--- src/dic_consts.svh ---
// constants for the digital input conditioning block
`ifndef DIC_CONSTS_SVH
`define DIC_CONSTS_SVH

// object indices
`define DIC_IDX_CTRL 16'h3240
`define DIC_IDX_CAPT 16'h3241

// subindices of the control object
`define DIC_SUB_ENTRIES 8'h00
`define DIC_SUB_SF_EN 8'h01
`define DIC_SUB_INVERT 8'h02
`define DIC_SUB_SIM_EN 8'h03
`define DIC_SUB_SIM_VAL 8'h04
`define DIC_SUB_RAW 8'h05
`define DIC_SUB_THRESH 8'h06
`define DIC_SUB_DIFF 8'h07
`define DIC_SUB_ROUTE 8'h08

// subindices of the capture object
`define DIC_SUB_CAP_MODE 8'h01
`define DIC_SUB_CAP_COUNT 8'h02
`define DIC_SUB_CAP_VALUE 8'h03
`define DIC_SUB_CAP_RAW 8'h04

// reset values
`define DIC_CTRL_ENTRIES 8'h08
`define DIC_CAPT_ENTRIES 8'h04
`define DIC_WORD_RST 32'h0000_0000

// field positions
`define DIC_SF_LSB 0
`define DIC_SF_MSB 15
`define DIC_LVL_LSB 16
`define DIC_LVL_MSB 31
`define DIC_BIT_NEG_LIMIT 0
`define DIC_BIT_POS_LIMIT 1
`define DIC_BIT_HOME 2
`define DIC_CAP_LVL_BIT 17

`endif

--- src/dic_pkg.sv ---
// types shared by the digital input conditioning block
package dic_pkg;
	typedef logic [31:0] dic_word_t;
	typedef enum logic [1:0]
	{
		dic_cap_off = 2'b00,
		dic_cap_rise = 2'b01,
		dic_cap_fall = 2'b10,
		dic_cap_both = 2'b11
	} dic_cap_mode_t;
endpackage

--- src/dic_cap_if.sv ---
// signals between the conditioning core and the capture unit
`timescale 1ns/1ns
interface dic_cap_if;
	logic wr_mode;
	logic wr_count;
	logic wr_value;
	logic wr_raw;
	dic_pkg::dic_word_t wdata;
	logic level;
	dic_pkg::dic_word_t pos_user;
	dic_pkg::dic_word_t pos_raw;
	dic_pkg::dic_cap_mode_t mode;
	dic_pkg::dic_word_t count;
	dic_pkg::dic_word_t value;
	dic_pkg::dic_word_t raw;
	modport core (output wr_mode, wr_count, wr_value, wr_raw, wdata, level, pos_user, pos_raw,
		input mode, count, value, raw);
	modport unit (input wr_mode, wr_count, wr_value, wr_raw, wdata, level, pos_user, pos_raw,
		output mode, count, value, raw);
endinterface

--- src/dic_capture.sv ---
// position capture on level changes of input 2
`timescale 1ns/1ns
`include "dic_consts.svh"
module dic_capture
(
	input wire logic clk_sys, // system clock
	input wire logic arst_n, // async reset, active low
	dic_cap_if.unit cap // core side
);
	logic prev;
	logic primed;
	logic edge_rise;
	logic edge_fall;
	logic hit;

	// ----------------------------------------
	// edge detection
	// ----------------------------------------
	// primed blocks a false edge from the reset value of prev
	always_ff @(posedge clk_sys or negedge arst_n)
	begin
		if (!arst_n)
		begin
			prev <= 1'b0;
			primed <= 1'b0;
		end
		else
		begin
			prev <= cap.level;
			primed <= 1'b1;
		end
	end

	assign edge_rise = primed & cap.level & ~prev;
	assign edge_fall = primed & ~cap.level & prev;

	// trigger select by mode
	always_comb
	begin
		case (cap.mode)
			dic_pkg::dic_cap_off: hit = 1'b0;
			dic_pkg::dic_cap_rise: hit = edge_rise;
			dic_pkg::dic_cap_fall: hit = edge_fall;
			dic_pkg::dic_cap_both: hit = edge_rise | edge_fall;
			default: hit = 1'b0;
		endcase
	end

	// ----------------------------------------
	// capture registers
	// ----------------------------------------
	// mode register
	always_ff @(posedge clk_sys or negedge arst_n)
	begin
		if (!arst_n)
			cap.mode <= dic_pkg::dic_cap_off;
		else if (cap.wr_mode)
			cap.mode <= dic_pkg::dic_cap_mode_t'(cap.wdata[1:0]);
	end

	// counter: a capture in the clearing cycle still counts
	always_ff @(posedge clk_sys or negedge arst_n)
	begin
		if (!arst_n)
			cap.count <= `DIC_WORD_RST;
		else if (cap.wr_mode && cap.wdata[1:0] != 2'b00)
			cap.count <= hit ? 32'h0000_0001 : `DIC_WORD_RST;
		else if (hit)
			cap.count <= cap.count + 32'h0000_0001;
		else if (cap.wr_count)
			cap.count <= cap.wdata;
	end

	// positions: capture wins over a software write
	always_ff @(posedge clk_sys or negedge arst_n)
	begin
		if (!arst_n)
		begin
			cap.value <= `DIC_WORD_RST;
			cap.raw <= `DIC_WORD_RST;
		end
		else
		begin
			if (hit)
				cap.value <= cap.pos_user;
			else if (cap.wr_value)
				cap.value <= cap.wdata;
			if (hit)
				cap.raw <= cap.pos_raw;
			else if (cap.wr_raw)
				cap.raw <= cap.wdata;
		end
	end

	// ----------------------------------------
	// assertions
	// ----------------------------------------
	a_cap_rise_only: assert property (@(posedge clk_sys) disable iff (!arst_n)
		(cap.mode == dic_pkg::dic_cap_rise && edge_fall && !cap.wr_mode && !cap.wr_value)
		|=> cap.value == $past(cap.value))
		else $error("capture fired on falling edge in rise mode");
	a_cap_pos_taken: assert property (@(posedge clk_sys) disable iff (!arst_n)
		(hit) |=> (cap.value == $past(cap.pos_user) && cap.raw == $past(cap.pos_raw)))
		else $error("positions not captured on a hit");
	a_cap_count_clear: assert property (@(posedge clk_sys) disable iff (!arst_n)
		(cap.wr_mode && cap.wdata[1:0] != 2'b00 && !hit) |=> cap.count == 32'h0000_0000)
		else $error("count not cleared by mode write");
	a_cap_count_step: assert property (@(posedge clk_sys) disable iff (!arst_n)
		(hit && !cap.wr_mode) |=> cap.count == $past(cap.count) + 32'h0000_0001)
		else $error("count did not step on capture");
endmodule

--- src/dic_top.sv ---
// digital input conditioning: configuration object, summary word and capture
`timescale 1ns/1ns
`include "dic_consts.svh"
module dic_top
#(
	parameter int N_IN = 16, // physical inputs
	parameter logic [31:0] CLKDIR_MASK = 32'h0000_0000 // inputs used as clock/direction
)
(
	input wire logic clk_sys, // system clock, 250 MHz
	input wire logic arst_n, // async reset, active low
	input wire logic [N_IN-1:0] din_pin, // physical input levels, asynchronous
	input wire logic clkdir_active, // clock/direction mode is running
	input wire logic [31:0] enc_pos_user, // encoder position, user units
	input wire logic [31:0] enc_pos_raw, // encoder position, raw count
	input wire logic obj_wr, // object write strobe
	input wire logic obj_rd, // object read strobe
	input wire logic [15:0] obj_index, // object index
	input wire logic [7:0] obj_sub, // object subindex
	input wire logic [31:0] obj_wdata, // write data
	output logic [31:0] obj_rdata, // read data
	output logic obj_rvalid, // read data valid, one cycle
	output logic obj_err, // access refused, one cycle
	output logic [31:0] din_summary, // conditioned summary word
	output logic limit_neg, // negative limit active
	output logic limit_pos, // positive limit active
	output logic home_sw, // home switch active
	output logic [31:0] thresh_sel, // per input: 0 = 5 V, 1 = 24 V
	output logic [31:0] diff_sel // per input: 0 = single-ended, 1 = differential
);
	dic_pkg::dic_word_t sf_en;
	dic_pkg::dic_word_t invert;
	dic_pkg::dic_word_t sim_en;
	dic_pkg::dic_word_t sim_val;
	dic_pkg::dic_word_t route_en;
	logic [N_IN-1:0] pin_meta;
	logic [N_IN-1:0] pin_sync;
	dic_pkg::dic_word_t raw_word;
	dic_pkg::dic_word_t inv_eff;
	dic_pkg::dic_word_t next_summary;
	logic hit_ctrl;
	logic hit_capt;
	logic rd_ok;
	logic wr_ok;
	dic_pkg::dic_word_t next_rdata;

	dic_cap_if cap ();

	// ----------------------------------------
	// helpers
	// ----------------------------------------
	// conditioning chain, kept in one place so the stage order cannot drift
	function automatic dic_pkg::dic_word_t cond_word(input dic_pkg::dic_word_t raw,
		input dic_pkg::dic_word_t fen, input dic_pkg::dic_word_t fval,
		input dic_pkg::dic_word_t inv, input dic_pkg::dic_word_t sfe);
		dic_pkg::dic_word_t w;
		w = (raw & ~fen) | (fval & fen);
		w = w ^ inv;
		w[`DIC_SF_MSB:`DIC_SF_LSB] = w[`DIC_SF_MSB:`DIC_SF_LSB] & sfe[`DIC_SF_MSB:`DIC_SF_LSB];
		return w;
	endfunction

	// widen the pin vector to one half-word
	function automatic logic [15:0] half(input logic [N_IN-1:0] p);
		logic [15:0] h;
		h = 16'h0000;
		for (int i = 0; i < N_IN && i < 16; i++)
			h[i] = p[i];
		return h;
	endfunction

	// ----------------------------------------
	// input synchroniser
	// ----------------------------------------
	// pins are asynchronous; two stages before anything looks at them
	always_ff @(posedge clk_sys or negedge arst_n)
	begin
		if (!arst_n)
		begin
			pin_meta <= '0;
			pin_sync <= '0;
		end
		else
		begin
			pin_meta <= din_pin;
			pin_sync <= pin_meta;
		end
	end

	// ----------------------------------------
	// conditioning path
	// ----------------------------------------
	// the same pin feeds its special-function bit and its level bit
	assign raw_word = {half(pin_sync), half(pin_sync)};
	// clock/direction inputs bypass inversion while that mode runs
	assign inv_eff = clkdir_active ? (invert & ~CLKDIR_MASK) : invert;
	assign next_summary = cond_word(raw_word, sim_en, sim_val, inv_eff, sf_en);

	// summary word and special function outputs
	always_ff @(posedge clk_sys or negedge arst_n)
	begin
		if (!arst_n)
		begin
			din_summary <= `DIC_WORD_RST;
			limit_neg <= 1'b0;
			limit_pos <= 1'b0;
			home_sw <= 1'b0;
		end
		else
		begin
			din_summary <= next_summary;
			limit_neg <= next_summary[`DIC_BIT_NEG_LIMIT];
			limit_pos <= next_summary[`DIC_BIT_POS_LIMIT];
			home_sw <= next_summary[`DIC_BIT_HOME];
		end
	end

	// ----------------------------------------
	// object access decode
	// ----------------------------------------
	assign hit_ctrl = obj_index == `DIC_IDX_CTRL;
	assign hit_capt = obj_index == `DIC_IDX_CAPT;
	// subindex 0 of each object is read only
	assign wr_ok = (hit_ctrl && obj_sub >= `DIC_SUB_SF_EN && obj_sub <= `DIC_SUB_ROUTE)
		|| (hit_capt && obj_sub >= `DIC_SUB_CAP_MODE && obj_sub <= `DIC_SUB_CAP_RAW);
	assign rd_ok = (hit_ctrl && obj_sub <= `DIC_SUB_ROUTE) || (hit_capt && obj_sub <= `DIC_SUB_CAP_RAW);

	// configuration words; raw word writes are accepted and dropped
	always_ff @(posedge clk_sys or negedge arst_n)
	begin
		if (!arst_n)
		begin
			sf_en <= `DIC_WORD_RST;
			invert <= `DIC_WORD_RST;
			sim_en <= `DIC_WORD_RST;
			sim_val <= `DIC_WORD_RST;
			thresh_sel <= `DIC_WORD_RST;
			diff_sel <= `DIC_WORD_RST;
			route_en <= `DIC_WORD_RST;
		end
		else if (obj_wr && hit_ctrl)
		begin
			case (obj_sub)
				`DIC_SUB_SF_EN: sf_en <= obj_wdata;
				`DIC_SUB_INVERT: invert <= obj_wdata;
				`DIC_SUB_SIM_EN: sim_en <= obj_wdata;
				`DIC_SUB_SIM_VAL: sim_val <= obj_wdata;
				`DIC_SUB_THRESH: thresh_sel <= obj_wdata;
				`DIC_SUB_DIFF: diff_sel <= obj_wdata;
				`DIC_SUB_ROUTE: route_en <= obj_wdata;
				default: ;
			endcase
		end
	end

	// capture unit strobes
	assign cap.wr_mode = obj_wr && hit_capt && obj_sub == `DIC_SUB_CAP_MODE;
	assign cap.wr_count = obj_wr && hit_capt && obj_sub == `DIC_SUB_CAP_COUNT;
	assign cap.wr_value = obj_wr && hit_capt && obj_sub == `DIC_SUB_CAP_VALUE;
	assign cap.wr_raw = obj_wr && hit_capt && obj_sub == `DIC_SUB_CAP_RAW;
	assign cap.wdata = obj_wdata;
	// conditioned level of input 2, so forcing and inversion apply to capture
	assign cap.level = din_summary[`DIC_CAP_LVL_BIT];
	assign cap.pos_user = enc_pos_user;
	assign cap.pos_raw = enc_pos_raw;

	dic_capture u_capture
	(
		.clk_sys(clk_sys),
		.arst_n(arst_n),
		.cap(cap)
	);

	// read mux
	always_comb
	begin
		next_rdata = `DIC_WORD_RST;
		if (hit_ctrl)
		begin
			case (obj_sub)
				`DIC_SUB_ENTRIES: next_rdata = {24'h00_0000, `DIC_CTRL_ENTRIES};
				`DIC_SUB_SF_EN: next_rdata = sf_en;
				`DIC_SUB_INVERT: next_rdata = invert;
				`DIC_SUB_SIM_EN: next_rdata = sim_en;
				`DIC_SUB_SIM_VAL: next_rdata = sim_val;
				`DIC_SUB_RAW: next_rdata = raw_word;
				`DIC_SUB_THRESH: next_rdata = thresh_sel;
				`DIC_SUB_DIFF: next_rdata = diff_sel;
				`DIC_SUB_ROUTE: next_rdata = route_en;
				default: next_rdata = `DIC_WORD_RST;
			endcase
		end
		else if (hit_capt)
		begin
			case (obj_sub)
				`DIC_SUB_ENTRIES: next_rdata = {24'h00_0000, `DIC_CAPT_ENTRIES};
				`DIC_SUB_CAP_MODE: next_rdata = {30'h0000_0000, cap.mode};
				`DIC_SUB_CAP_COUNT: next_rdata = cap.count;
				`DIC_SUB_CAP_VALUE: next_rdata = cap.value;
				`DIC_SUB_CAP_RAW: next_rdata = cap.raw;
				default: next_rdata = `DIC_WORD_RST;
			endcase
		end
	end

	// read answer one cycle after the strobe; unknown entries flag an error
	always_ff @(posedge clk_sys or negedge arst_n)
	begin
		if (!arst_n)
		begin
			obj_rdata <= `DIC_WORD_RST;
			obj_rvalid <= 1'b0;
			obj_err <= 1'b0;
		end
		else
		begin
			obj_rdata <= (obj_rd && rd_ok) ? next_rdata : `DIC_WORD_RST;
			obj_rvalid <= obj_rd && rd_ok;
			obj_err <= (obj_rd && !rd_ok) || (obj_wr && !wr_ok);
		end
	end

	// ----------------------------------------
	// assertions
	// ----------------------------------------
	// level bit of input 1 is the one the bench forces
	a_force_level_sub: assert property (@(posedge clk_sys) disable iff (!arst_n)
		(sim_en[16]) |=> din_summary[16] == $past(sim_val[16] ^ inv_eff[16]))
		else $error("forced level not used");
	a_invert_high_in: assert property (@(posedge clk_sys) disable iff (!arst_n)
		(!sim_en[16] && raw_word[16] && inv_eff[16]) |=> !din_summary[16])
		else $error("inverted high level not shown as 0");
	a_plain_high_in: assert property (@(posedge clk_sys) disable iff (!arst_n)
		(!sim_en[16] && raw_word[16] && !invert[16]) |=> din_summary[16])
		else $error("high level not shown as 1");
	a_sf_gate_off: assert property (@(posedge clk_sys) disable iff (!arst_n)
		(!sf_en[`DIC_BIT_NEG_LIMIT] && !sf_en[`DIC_BIT_POS_LIMIT]) |=> (!limit_neg && !limit_pos))
		else $error("disabled limit function reacted");
	a_level_ungated: assert property (@(posedge clk_sys) disable iff (!arst_n)
		(!sim_en[17] && !inv_eff[17]) |=> din_summary[17] == $past(raw_word[17]))
		else $error("level bit changed by enable word");
	a_limit_follows: assert property (@(posedge clk_sys) disable iff (!arst_n)
		1'b1 |-> (limit_neg == din_summary[0] && limit_pos == din_summary[1] && home_sw == din_summary[2]))
		else $error("limit outputs disagree with summary");
	a_entry_count: assert property (@(posedge clk_sys) disable iff (!arst_n)
		(obj_rd && hit_ctrl && obj_sub == `DIC_SUB_ENTRIES) |=> (obj_rvalid && obj_rdata == 32'h0000_0008))
		else $error("entry count not eight");
	a_route_readback: assert property (@(posedge clk_sys) disable iff (!arst_n)
		(obj_wr && hit_ctrl && obj_sub == `DIC_SUB_ROUTE) ##1 !obj_wr
		##1 (obj_rd && hit_ctrl && obj_sub == `DIC_SUB_ROUTE && !obj_wr)
		|=> obj_rdata == $past(obj_wdata, 3))
		else $error("routing word not read back");

	// forcing, gating and clock/direction exemption on the low half
	a_force_low_half: assert property (@(posedge clk_sys) disable iff (!arst_n)
		(sim_en[`DIC_BIT_POS_LIMIT] && sf_en[`DIC_BIT_POS_LIMIT])
		|=> limit_pos == $past(sim_val[`DIC_BIT_POS_LIMIT] ^ inv_eff[`DIC_BIT_POS_LIMIT]))
		else $error("forced limit level not used");
	a_home_gated: assert property (@(posedge clk_sys) disable iff (!arst_n)
		(!sf_en[`DIC_BIT_HOME]) |=> !home_sw)
		else $error("disabled home function reacted");
	a_low_half_gated: assert property (@(posedge clk_sys) disable iff (!arst_n)
		1'b1 |=> (din_summary[`DIC_SF_MSB:`DIC_SF_LSB] & ~$past(sf_en[`DIC_SF_MSB:`DIC_SF_LSB])) == 16'h0000)
		else $error("special function bit set while disabled");
	// an enabled, unforced clock/direction input keeps its plain level while that mode runs
	a_clkdir_no_invert: assert property (@(posedge clk_sys) disable iff (!arst_n)
		(clkdir_active && CLKDIR_MASK[3] && !sim_en[3] && sf_en[3]) |=> din_summary[3] == $past(raw_word[3]))
		else $error("clock/direction input was inverted");

	// object port checks
	a_thresh_write: assert property (@(posedge clk_sys) disable iff (!arst_n)
		(obj_wr && hit_ctrl && obj_sub == `DIC_SUB_THRESH) |=> thresh_sel == $past(obj_wdata))
		else $error("threshold select not written");
	a_diff_write: assert property (@(posedge clk_sys) disable iff (!arst_n)
		(obj_wr && hit_ctrl && obj_sub == `DIC_SUB_DIFF) |=> diff_sel == $past(obj_wdata))
		else $error("differential select not written");
	a_raw_readback: assert property (@(posedge clk_sys) disable iff (!arst_n)
		(obj_rd && hit_ctrl && obj_sub == `DIC_SUB_RAW) |=> (obj_rvalid && obj_rdata == $past(raw_word)))
		else $error("raw levels not read back");
	a_ro_write_refused: assert property (@(posedge clk_sys) disable iff (!arst_n)
		(obj_wr && hit_ctrl && obj_sub == `DIC_SUB_ENTRIES) |=> obj_err)
		else $error("write to entry count not refused");
endmodule

--- config.mk ---
export PLATFORM = sky130hd
export DESIGN_NAME = dic_top
export DESIGN_NICKNAME = d
export VERILOG_FILES = /design/src/dic_pkg.sv /design/src/dic_cap_if.sv /design/src/dic_capture.sv /design/src/dic_top.sv
export VERILOG_INCLUDE_DIRS = /design/src
export SDC_FILE = /design/constraint.sdc
export NUM_CORES = 1
export LEC_CHECK = 0
export BUFFER_PORTS_ARGS = -buffer_cell sky130_fd_sc_hd__buf_2
export CAP_MARGIN = 20
export CELL_PAD_IN_SITES_DETAIL_PLACEMENT = 0
export CELL_PAD_IN_SITES_GLOBAL_PLACEMENT = 1
export CORE_ASPECT_RATIO = 1.2
export CORE_MARGIN = 4
export CORE_UTILIZATION = 45
export CTS_CLUSTER_SIZE = 30
export DETAILED_ROUTE_END_ITERATION = 8
export HOLD_SLACK_MARGIN = 0.06
export PLACE_DENSITY_LB_ADDON = 0.1
export SLEW_MARGIN = 20
export SYNTH_ARGS = -nofsm -noshare
export SYNTH_HDL_FRONTEND = slang
export SYNTH_SLANG_ARGS = --single-unit
export TNS_END_PERCENT = 5
--- constraint.sdc ---
create_clock -name clk_sys -period 4.2 [get_ports clk_sys]
set_clock_uncertainty 0.05 [all_clocks]
set_input_delay 0.63 -clock clk_sys [delete_from_list [all_inputs] [get_ports clk_sys]]
set_output_delay 0.63 -clock clk_sys [all_outputs]
set_load 0.005 [all_outputs]
# Word level (Yosys, flattened, before mapping)
# Index checks and enable logic that the tools add are counted.
classes:
  magnitude_cmp: 3
  muxes: 14
  reduce_logical: 34
  bitwise: 13
  add_sub_neg: 1
  n_eq_ne: 13
ops:
  columns: ["cell", "count"]
  rows:
  - ["32-bit 2-to-1 mux", 10]
  - ["32-bit one-hot mux with 9 select lines", 1]
  - ["32-bit one-hot mux with 5 select lines", 1]
  - ["32-bit AND", 2]
  - ["32-bit by 1-bit adder with 32-bit output, second input constant", 1]
  - ["16-bit by 14-bit equality test with 1-bit output, second input constant", 2]
  - ["8-bit by 3-bit equality test with 1-bit output, second input constant", 4]
  - ["32-bit inverter", 1]
  - ["32-bit OR", 1]
  - ["32-bit XOR", 1]
  - ["16-bit AND", 1]
  - ["8-bit by 2-bit equality test with 1-bit output, second input constant", 2]
  - ["1-bit logical AND", 16]
  - ["2-bit AND reduction", 7]
  - ["8-bit by 1-bit equality test with 1-bit output, second input constant", 1]
  - ["8-bit by 4-bit equality test with 1-bit output, second input constant", 1]
  - ["8-bit by 1-bit >= comparator with 1-bit output, second input constant", 1]
  - ["8-bit by 3-bit less-or-equal comparator with 1-bit output, second input constant", 1]
  - ["8-bit by 4-bit less-or-equal comparator with 1-bit output, second input constant", 1]
  - ["8-bit zero test", 1]
  - ["2-bit nonzero test", 3]
  - ["1-bit AND", 4]
  - ["2-bit equality test, second input constant", 2]
  - ["1-bit one-hot mux with 4 select lines", 1]
  - ["other kinds (8)", 12]
totals:
  wordCells: 100
  out_inout_bits: 133
  reg_bits: 425

# Logic depth before layout (Yosys ltp)
# Gate-level depths: netlist (run 1).
logic_depth:
  word_depth: 7
  depth_mapped: 9
  mapped_depth_nobuf: 6

# Modules after synthesis
# A second synthesis (run 1) with hierarchy kept.
unflattened:
  hier_cells: 1677
  hier_area_um2: 20007.9
modules_own_cells:
  columns: ["mod", "area_each_um2", "seq_area_each_um2", "cells_each", "instances"]
  rows:
  - ["dic_top", 14891.8, 8057.7, 1150, 1]
  - ["dic_capture", 5116.2, 2502.4, 527, 1]

# Worst setup path before layout (run 1)
# Ideal clock, no wire load.
synth_path:
  kind: "in2reg"
  from: "in obj_sub[7]"
  to: "reg u_capture.cap.count[24]"
  arrival_ps: 2628
  required_time_ps: 4029
  path_slack_ps: 1401
  n_path_buf: 3
  cell_stages: 8
  path_cell_list: "or4_4 -> buf_6 -> or3_4 -> buf_6 -> a211oi_4 -> buf_6 -> o22ai_1 -> a22o_1"
synth_between:
  elab_chain_len: 4
  elab_cells_between_ends: 7
  cone_classes: "2 x eq/ne; 1 x mux; 4 x reduce/logical"
synth_lines:
  columns: ["element", "line_no", "source"]
  rows:
  - ["start, declared", "dic_top.sv:19", "input wire logic [7:0] obj_sub,"]
  - ["8-bit by 1-bit equality test with 1-bit output", null, null]
  - ["1-bit logical AND (no line)", null, null]
  - ["1-bit logical AND", "dic_capture.sv:66", "else if (cap.wr_mode && cap.wdata[1:0] != 2'b00)"]
  - ["3-bit nonzero test (no line) or 32-bit 2-to-1 mux (tied branches)", null, null]
  - ["end signal, assigned", "dic_capture.sv:65", "cap.count <= `DIC_WORD_RST;"]
  - ["end signal, assigned", "dic_capture.sv:67", "cap.count <= hit ? 32'h0000_0001 : `DIC_WORD_RST;"]
  - ["end signal, assigned", "dic_capture.sv:69", "cap.count <= cap.count + 32'h0000_0001;"]
  - ["end, declared", "dic_cap_if.sv:19", "output mode, count, value, raw);"]
# Several ways; a longest one is shown, not always the timed one.
# A chain may end at the register's enable or synchronous reset.

# Final worst setup path (run 1)
layout_path:
  from: "in obj_index[11]"
  to: "reg u_capture.cap.count[10]"
layout_between:
  elab_chain_len: 5
  elab_cells_between_ends: 7
  cone_classes: "1 x eq/ne; 1 x mux; 5 x reduce/logical"
layout_lines:
  columns: ["element", "line_no", "source"]
  rows:
  - ["start, declared", "dic_top.sv:18", "input wire logic [15:0] obj_index,"]
  - ["16-bit by 14-bit equality test with 1-bit output (no line) (*)", null, null]
  - ["1-bit logical AND (*)", "dic_top.sv:157, dic_top.sv:158", null]
  - ["1-bit logical AND (no line)", null, null]
  - ["1-bit logical AND", "dic_capture.sv:66", null]
  - ["3-bit nonzero test (no line) or 32-bit 2-to-1 mux (tied branches)", null, null]
# Every way passes the cells marked *; elsewhere a longest branch is shown, timed or not.

==> results of run 1 <==
[power groups by stage]
stage / clock network, mW / logic, mW / registers (mW)
floorplan: 0 / 0.170 / 4.18
global placement: 0 / 0.440 / 4.19
detailed placement: 0 / 0.444 / 4.19
CTS: 4.07 / 0.447 / 4.11
global route: 4.23 / 0.482 / 4.11
finish: 4.00 / 0.444 / 4.11
[cells in the mapped netlist, types with 30 or more instances]
cell type	instances
a31oi_1	30
o21ai_0	68
o22ai_1	40
a22oi_1	40
nor2_1	67
a21oi_1	30
a22o_1	39
mux2i_1	88
mux2_2	257
clkbuf_1	111
nand2_1	154
dfrtp_1	422
xnor2_1	33
nand3_1	43
[cell families after synthesis]
family                   after synthesis  synth area share
flip-flops                           422             0.526
AND/OR/NAND/NOR                      386            0.0929
AO/OA/AOI/OAI                        362             0.130
multiplexers                         358             0.202
buffers and inverters                162            0.0337
XOR/XNOR                              33            0.0144
adder cells (fa/ha/maj)                1          0.000623
other                                  1          0.000187
[area by class of cell]
| class | instances | share of cell area |
|---|---|---|
| well taps | 559 | 0.0296 |
| inverters | 9 | 0.00143 |
| flip-flops and latches | 422 | 0.446 |
| clock inverters | 15 | 0.00587 |
| clock buffers | 67 | 0.0571 |
| repair buffers | 341 | 0.0854 |
| multi-input cells | 1141 | 0.374 |
[per-stage QoR]
stage	cells	power, mW
final	2554	8.56
after floorplan	1725	4.35
after global routing	2554	8.83
after detailed placement	2471	4.63
after global placement	2471	4.63
after CTS	2554	8.63
[layout by cell type, fill, tap and decap left out, types with 33 or more instances in the layout]
| cell type | n |
|---|---|
| dfrtp_1 | 422 |
| buf_2 | 270 |
| mux2_2 | 257 |
| nand2_1 | 153 |
| mux2i_1 | 88 |
| o21ai_0 | 68 |
| nor2_1 | 67 |
| buf_4 | 59 |
| clkbuf_16 | 46 |
| nand3_1 | 43 |
| a22oi_1 | 40 |
| o22ai_1 | 40 |
| a22o_1 | 39 |
| xnor2_1 | 33 |
[per-layer routing]
layer	track usage	routed length [µm]
met1	0.388	30000
met2	0.467	33200
met5	0	8
met4	0.0993	2570
met3	0.0536	4490
[worst max-delay path by stage]
stage	startpoint	end	slack, ps	cells past startpoint
2_1_floorplan	obj_sub[7]	u_capture.cap.count[24]	1400	8
3_3_place_gp	obj_sub[0]	u_capture.cap.count[16]	910	7
3_5_place_dp	obj_sub[0]	u_capture.cap.count[16]	870	6
4_1_cts	obj_sub[0]	u_capture.cap.count[16]	1460	6
5_1_grt	din_summary[17]	u_capture.cap.raw[24]	1290	5
6_report	obj_index[11]	u_capture.cap.count[10]	1420	7
[timing repair]
item | in CTS | in global routing
hold buffers | 1 | 0
endpoints found under the setup margin | 0 | 0
endpoints found under the hold margin | 48 | 0
==> flow_summary_export.csv, run 1 <==
group,metric,value,unit
synth,yosysWarnings,0,
synth,yosys.area.top_type_share,0.526,
timing,setup_tns,0,ps
die,start_util,0.457,
route,first_pass_iters,6,
setup_path,rrSetupSlack,1510,ps
timing,final-setup-viol-count,0,
placement,place_congestion,0.900,
setup_path,r2r-end,"u_capture.cap.count[10]",
clocking,cts_made_buffers,45,
synth,synth_edf_count,0,
cells_and_area,area_delta_synth_final,17.9,%
cells_and_area,fin_util,0.539,
synth,synth_seq_cells,422,
setup_path,worstSetupPathType,"input port to flop",
run,drv_cap,0,
setup_path,worstPathMaxFanout,19,
route,drt-vias-per-instance,6.12,
die,rows,84,
setup_path,cp.required,4630,ps
die,die-area,48000,µm²
cells_and_area,fillCellCount,3954,
synth,yosys.area.top_type,"dfrtp_1",
placement,portBuffers,272,
synth,ys.flop_type,"dfrtp_1",
power_and_ir_drop,p_sw,1.99,mW
clocking,tritoncts,"built",
clocking,cts_max_path_buffers,3,
route,wl_per_cell,27.5,µm
timing,rsz0062_at_grt,"no",
die,die_w,201,µm
die,num_io_pins,274,
synth,avgSynthCellArea,11.6,µm²
hold_path,hp-start,"din_pin[12]",
power_and_ir_drop,clock_power_share,0.468,
power_and_ir_drop,power.density,362,nW/µm²
cells_and_area,final_area,23700,µm²
clocking,insertion_delay,560,ps
synth,ys_top_cells_by_area,"dfrtp_1, mux2_2, mux2i_1",
clocking,ctsResizeCount,0,
power_and_ir_drop,comb_power_share,0.052,
setup_path,crit_family,"simple AND/OR/NAND/NOR gates",
clocking,clockRootBuffer,"clkbuf_16",
die,dieHeight,239,µm
setup_path,reg2reg_depth,5,
cells_and_area,diodes,0,
global_route,grt_pass1_wl,104000,µm
synth,ys_types,80,
setup_path,worstPathCellList,"buf_2 -> nor4b_1 -> and4_1 -> nand3_1 -> a21oi_1 -> buf_12 -> a22o_1",
setup_path,path_buf_inv,2,
global_route,gr-total-overflow,0,
setup_path,reg2reg_from,"din_summary[17]",
timing,fin_crit,2780,ps
setup_path,crit_path_start_kind,"input port",
placement,hpwl,49400,µm
timing,fin_crit_sh,0.663,
global_route,antenna_found_initial,2,
setup_path,arrival,3220,ps
clocking,post_cts_buffers,0,
run_status,status,"completed",
route,ant_nets,0,
cells_and_area,fin_nets,2102,
setup_path,worst_path_largest_cell_delay,690,ps
power_and_ir_drop,sequentialPowerShare,0.481,
global_route,grt_max_degree,99,
timing,fin_ws,1420,ps
hold_path,worstHoldPathType,"input port to flop",
clocking,clk_pin_slew_worst_paths,60,ps
power_and_ir_drop,leakage,11.2,nW
synth,async_reset_ff_frac,1.00,
global_route,grtUsageTotal,0.286,
cells_and_area,regArea,10600,µm²
synth,synth_seq_area_share,0.526,
route,wl,70300,µm
clocking,cts_num_sinks,422,
setup_path,critical_path.slowest_cell,"a21oi_1",
cells_and_area,multi_input_area,8860,µm²
synth,syn_nets,1867,
route,drtIter0Drc,1104,
timing,hold_slack,125,ps
route,vias,15636,
timing,max_freq,0.359,GHz
timing,hold_violations,0,
die,coreArea,43900,µm²
clocking,h-tree-depth,2,
power_and_ir_drop,max-vdd-ir-drop,0.283,mV
placement,place_ws,873,ps
timing,worst_pin_slew,985,ps
timing,slew_headroom,0.342,
hold_path,hold_end,"pin_meta[12]",
placement,post_dp_cell_area,22200,µm²
route,post-route-drc-count,0,
power_and_ir_drop,switching_share,0.232,
cells_and_area,layout-drive-gt1-share,0.353,
global_route,grt_pass1_vias,16073,
timing,maxSlewViolCount,0,
hold_path,min_path_cells,1,
setup_path,end_kind,"flop",
synth,synthCells,1725,
power_and_ir_drop,p_int,6.57,mW
synth,netlist_area,20100,µm²
(Power assumes the default switching activity.)
==> inputs of run 2 (changes only) <==
Settings changed: CORE_UTILIZATION 45 to 42.
Clock period 4.2 ns to 2.33 ns, I/O delays scaled along.
==> run 2 against run 1 <==
Compared with the run above: clock power up 85%; core utilization up 1.5 points; register-to-register slack worse by 1300 ps; worst setup slack worse by 1200 ps; total power up 85%; sequential share of layout area down 4.1 points; sequential cell count unchanged; cell count up 12%; via count up 5.6%; non-clock buffer count up 240; combinational power up 130%; cell area up 10%; critical endpoint is now u_capture.cap.count[25]; highest routed layer is now met4.
==> flow_summary_export.csv, run 2 (same netlist as run 1, synthesis figures left out) <==
group,metric,value,unit
setup_path,crit_family,"simple AND/OR/NAND/NOR gates",
hold_path,hold_end,"obj_rdata[18]",
setup_path,rrSetupSlack,180,ps
run,drv_cap,0,
power_and_ir_drop,leakage,12.4,nW
clocking,ctsResizeCount,0,
power_and_ir_drop,clock_power_share,0.467,
placement,hpwl,55500,µm
clocking,post_cts_buffers,0,
route,drt-vias-per-instance,5.77,
setup_path,worstPathCellList,"nand3_1 -> buf_4 -> nor4_1 -> buf_4 -> nand3_1 -> or3_1 -> a32o_1",
cells_and_area,fin_util,0.553,
power_and_ir_drop,max-vdd-ir-drop,0.418,mV
power_and_ir_drop,comb_power_share,0.065,
timing,rsz0062_at_grt,"no",
die,dieHeight,247,µm
timing,worst_pin_slew,906,ps
route,vias,16519,
global_route,antenna_found_initial,0,
clocking,tritoncts,"built",
timing,maxSlewViolCount,0,
setup_path,worstPathMaxFanout,6,
die,coreArea,47100,µm²
setup_path,end_kind,"flop",
hold_path,min_path_cells,2,
timing,fin_crit_sh,0.925,
cells_and_area,layout-drive-gt1-share,0.386,
timing,fin_crit,2150,ps
run_status,status,"completed",
placement,place_congestion,0.890,
setup_path,r2r-end,"u_capture.cap.count[25]",
global_route,grt_pass1_wl,113000,µm
global_route,grt_max_degree,82,
clocking,clockRootBuffer,"clkbuf_16",
hold_path,worstHoldPathType,"input port to flop",
die,start_util,0.426,
setup_path,path_buf_inv,2,
cells_and_area,area_delta_synth_final,29.9,%
timing,hold_violations,0,
global_route,grtUsageTotal,0.292,
setup_path,critical_path.startpoint,"u_capture.cap.count[10]",
power_and_ir_drop,switching_share,0.232,
cells_and_area,fillCellCount,4128,
global_route,gr-total-overflow,0,
die,num_io_pins,274,
cells_and_area,final_cell_mix,"dfrtp_1, buf_2, mux2_2",
die,rows,87,
route,post-route-drc-count,0,
clocking,cts_made_buffers,46,
power_and_ir_drop,p_int,12.2,mW
clocking,hold_buffers,81,
clocking,cts_max_path_buffers,3,
hold_path,hp-start,"obj_rd",
cells_and_area,final_common_cell,"dfrtp_1",
placement,portBuffers,272,
route,first_pass_iters,6,
power_and_ir_drop,p_sw,3.67,mW
setup_path,reg2reg_from,"u_capture.cap.count[10]",
timing,slew_headroom,0.395,
timing,final-setup-viol-count,0,
route,ant_nets,0,
die,die-area,51400,µm²
die,die_w,208,µm
global_route,grt_pass1_vias,17106,
route,wl_per_cell,26.8,µm
route,wl,76600,µm
cells_and_area,final_area,26100,µm²
setup_path,worst_path_largest_cell_delay,430,ps
clocking,clk_pin_slew_worst_paths,60,ps
clocking,cts_num_sinks,422,
clocking,insertion_delay,580,ps
power_and_ir_drop,power.density,607,nW/µm²
clocking,h-tree-depth,2,
setup_path,critical_path.slowest_cell,"dfrtp_1",
placement,post_dp_cell_area,23700,µm²
route,drtIter0Drc,1099,
cells_and_area,fin_nets,2343,
setup_path,crit_path_start_kind,"flop",
setup_path,arrival,2570,ps
setup_path,reg2reg_depth,7,
power_and_ir_drop,sequentialPowerShare,0.468,
setup_path,worstSetupPathType,"flop to flop",
timing,max_freq,0.464,GHz
setup_path,cp.required,2740,ps
## run 2: changes by cell type in the layout (fill, tap and decap cells not counted), sizes merged
cell,delta
buf,+160
bufinv,+1
clkbuf,+4
clkinv,-5
diode,+4
dlygate4sd3,+80
## run 2: metrics by stage
step	instances	setup WS, ps	total power [mW]	hold WS [ps]	TNS, ps
after detailed placement	2695	-309	8.48	259	-45950
after CTS	2858	175	16.0	72.3	0
final	2862	175	15.8	101	0
after floorplan	1725	-162	7.84	3.91	-2580
after global routing	2858	46.3	16.4	64.8	0
after global placement	2695	-324	8.46	259	-38490
## run 2: power by group through the flow
stage / registers (mW) / clock network, mW / logic (mW)
finish: 7.41 / 7.39 / 1.03
floorplan: 7.53 / 0 / 0.307
global placement: 7.55 / 0 / 0.919
CTS: 7.41 / 7.54 / 1.04
global route: 7.41 / 7.85 / 1.11
detailed placement: 7.55 / 0 / 0.929
## run 2: routing by layer
metal  vias to the layer above  GRT usage  wire length [µm]
li1                       7354          -                 -
met1                      8475      0.388             32500
met2                       554      0.504             38000
met3                       136     0.0387              3770
met4                         0     0.0862              2370
met5                         -          0                 0
## run 2: worst reg2reg max path, delay by kind of cell (launching register included)
family / cells / cell delay (ps)
flops: 1 / 430
simple gates: 4 / 920
compound gates: 1 / 270
buf+inv: 2 / 380
## run 2: final cells by class
| cell class | instances | area (µm²) | share of cell area |
|---|---|---|---|
| Sequential cell | 422 | 10600 | 0.405 |
| Multi-Input combinational cell | 1141 | 8860 | 0.340 |
| Timing Repair Buffer | 581 | 4310 | 0.165 |
| Clock buffer | 71 | 1380 | 0.0527 |
| Tap cell | 623 | 779 | 0.0299 |
| Clock inverter | 11 | 144 | 0.00552 |
| Inverter | 9 | 33.8 | 0.00130 |
| Antenna cell | 4 | 10.0 | 0.000384 |
## run 2: worst max-delay path by stage
stage	end	cells past startpoint	slack [ps]
final	u_capture.cap.count[25]	7	180
after global routing	u_capture.cap.count[16]	6	50
after CTS	u_capture.cap.count[16]	6	170
after detailed placement	thresh_sel[24]	7	-310
after global placement	thresh_sel[12]	7	-320
after floorplan	u_capture.cap.count[24]	8	-160
==> inputs of run 3 (changes only) <==
Settings changed: CORE_MARGIN 4 to 2.
==> run 3 against run 2 <==
Compared with the run above: critical path depth up 2; clock power up 3.1%; via count up 0.30%; fmax down 1.5%; first-iteration DRC count down 1.6%; cell area up 0.57%; sequential power about the same; critical path type is now input port to flop; largest power group is now clock; highest routed layer unchanged.
==> flow_summary_export.csv, run 3 (same netlist as run 1, synthesis figures left out) <==
group,metric,value,unit
clocking,cts_num_sinks,422,
power_and_ir_drop,max-vdd-ir-drop,0.496,mV
global_route,grt_pass1_wl,111000,µm
placement,post_dp_cell_area,23800,µm²
timing,worst_pin_slew,851,ps
power_and_ir_drop,leakage,12.5,nW
route,post-route-drc-count,0,
die,start_util,0.426,
cells_and_area,layout-drive-gt1-share,0.392,
timing,fin_ws,143,ps
placement,place_ws,-393,ps
timing,slew_headroom,0.429,
timing,max_freq,0.457,GHz
timing,hold_violations,0,
clocking,cts_made_buffers,46,
timing,maxSlewViolCount,0,
global_route,grt_max_degree,90,
timing,setup_tns,0,ps
clocking,tritoncts,"built",
setup_path,reg2reg_depth,6,
cells_and_area,fin_nets,2355,
placement,hpwl,54700,µm
cells_and_area,final_area,26200,µm²
clocking,h-tree-depth,2,
run_status,status,"completed",
die,die-area,49500,µm²
global_route,gr-total-overflow,0,
die,rows,87,
timing,fin_crit_sh,0.938,
clocking,clk_pin_slew_worst_paths,60,ps
setup_path,crit_path_start_kind,"input port",
timing,fin_crit,2190,ps
route,drt-vias-per-instance,5.76,
global_route,grt_pass1_vias,17157,
clocking,post_cts_buffers,0,
setup_path,worstSetupPathType,"input port to flop",
die,num_io_pins,274,
die,dieHeight,243,µm
route,drtIter0Drc,1081,
setup_path,worstPathMaxFanout,10,
setup_path,arrival,2670,ps
timing,final-setup-viol-count,0,
die,die_w,204,µm
power_and_ir_drop,total_power,16.1,mW
route,vias,16568,
timing,hold_slack,111,ps
cells_and_area,area_delta_synth_final,30.7,%
run,drv_cap,0,
clocking,clockRootBuffer,"clkbuf_16",
clocking,insertion_delay,590,ps
power_and_ir_drop,power.density,613,nW/µm²
placement,portBuffers,272,
die,coreArea,47100,µm²
placement,place_congestion,0.911,
timing,rsz0062_at_grt,"no",
route,wl,74800,µm
route,first_pass_iters,6,
hold_path,min_path_cells,3,
cells_and_area,final_cell_mix,"dfrtp_1, buf_2, mux2_2",
hold_path,worstHoldPathType,"input port to flop",
global_route,grtUsageTotal,0.304,
setup_path,cp.required,2810,ps
cells_and_area,final_common_cell,"dfrtp_1",
clocking,cts_max_path_buffers,3,
global_route,antenna_found_initial,1,
setup_path,end_kind,"flop",
route,ant_nets,0,
route,wl_per_cell,26.0,µm
## run 3: cell count changes in the layout (fill, tap and decap cells not counted), moves of 2 or more
cell        delta
clkbuf_1       -3
buf_4         +12
clkinvlp_4     +2
inv_6          +2
## run 3: through the flow
step                      std cells  utilization
after floorplan                1725            -
after global routing           2873        0.556
after CTS                      2873        0.556
after global placement         2707        0.505
final                          2876        0.556
after detailed placement       2707        0.505
## run 3: layer usage
layer,track usage,up-vias,share of wire
met4,0.130,0,0.045
met3,0.0500,142,0.057
met2,0.498,579,0.48
li1,-,7387,-
met5,0,-,0
met1,0.399,8460,0.42
## run 3: cell type report
class | count | area [µm²]
fill | 4164 | 20900
sequential | 422 | 10600
multi-input combinational | 1141 | 8860
timing repair buffer | 593 | 4400
clock buffer | 69 | 1390
tap | 623 | 779
clock inverter | 16 | 189
inverter | 9 | 33.8
antenna | 3 | 7.51
## run 3: what timing repair did
item	CTS	global route
hold buffers	81	0
endpoints found under the hold margin	295	0
endpoints found under the setup margin	0	1
resized for setup	0	1
## run 3: critical path, cell delays in order
cell and delay (ps):
buf_2 100, or4_4 610, buf_4 230, nor4_2 240, buf_4 220, a22oi_1 90
o21ai_0 450, buf_4 200, o311a_1 150
## run 3: path summary, 6_finish.rpt
kind / start / endpoint / slack, ps
max in group asynchronous: arst_n / sim_val[12] / 1180
setup reg to reg: u_capture.cap.count[0] / u_capture.cap.count[16] / 180
setup / recovery: obj_sub[7] / obj_rdata[9] / 140
hold / removal: obj_wdata[2] / u_capture.cap.raw[2] / 110
hold reg to reg: pin_meta[15] / pin_sync[15] / 300
min in group asynchronous: arst_n / pin_meta[8] / 150
## run 3: report_power, final
group | internal, mW | switching, mW
clock network | 4.48 | 3.15
registers | 7.37 | 0.0427
logic | 0.424 | 0.602
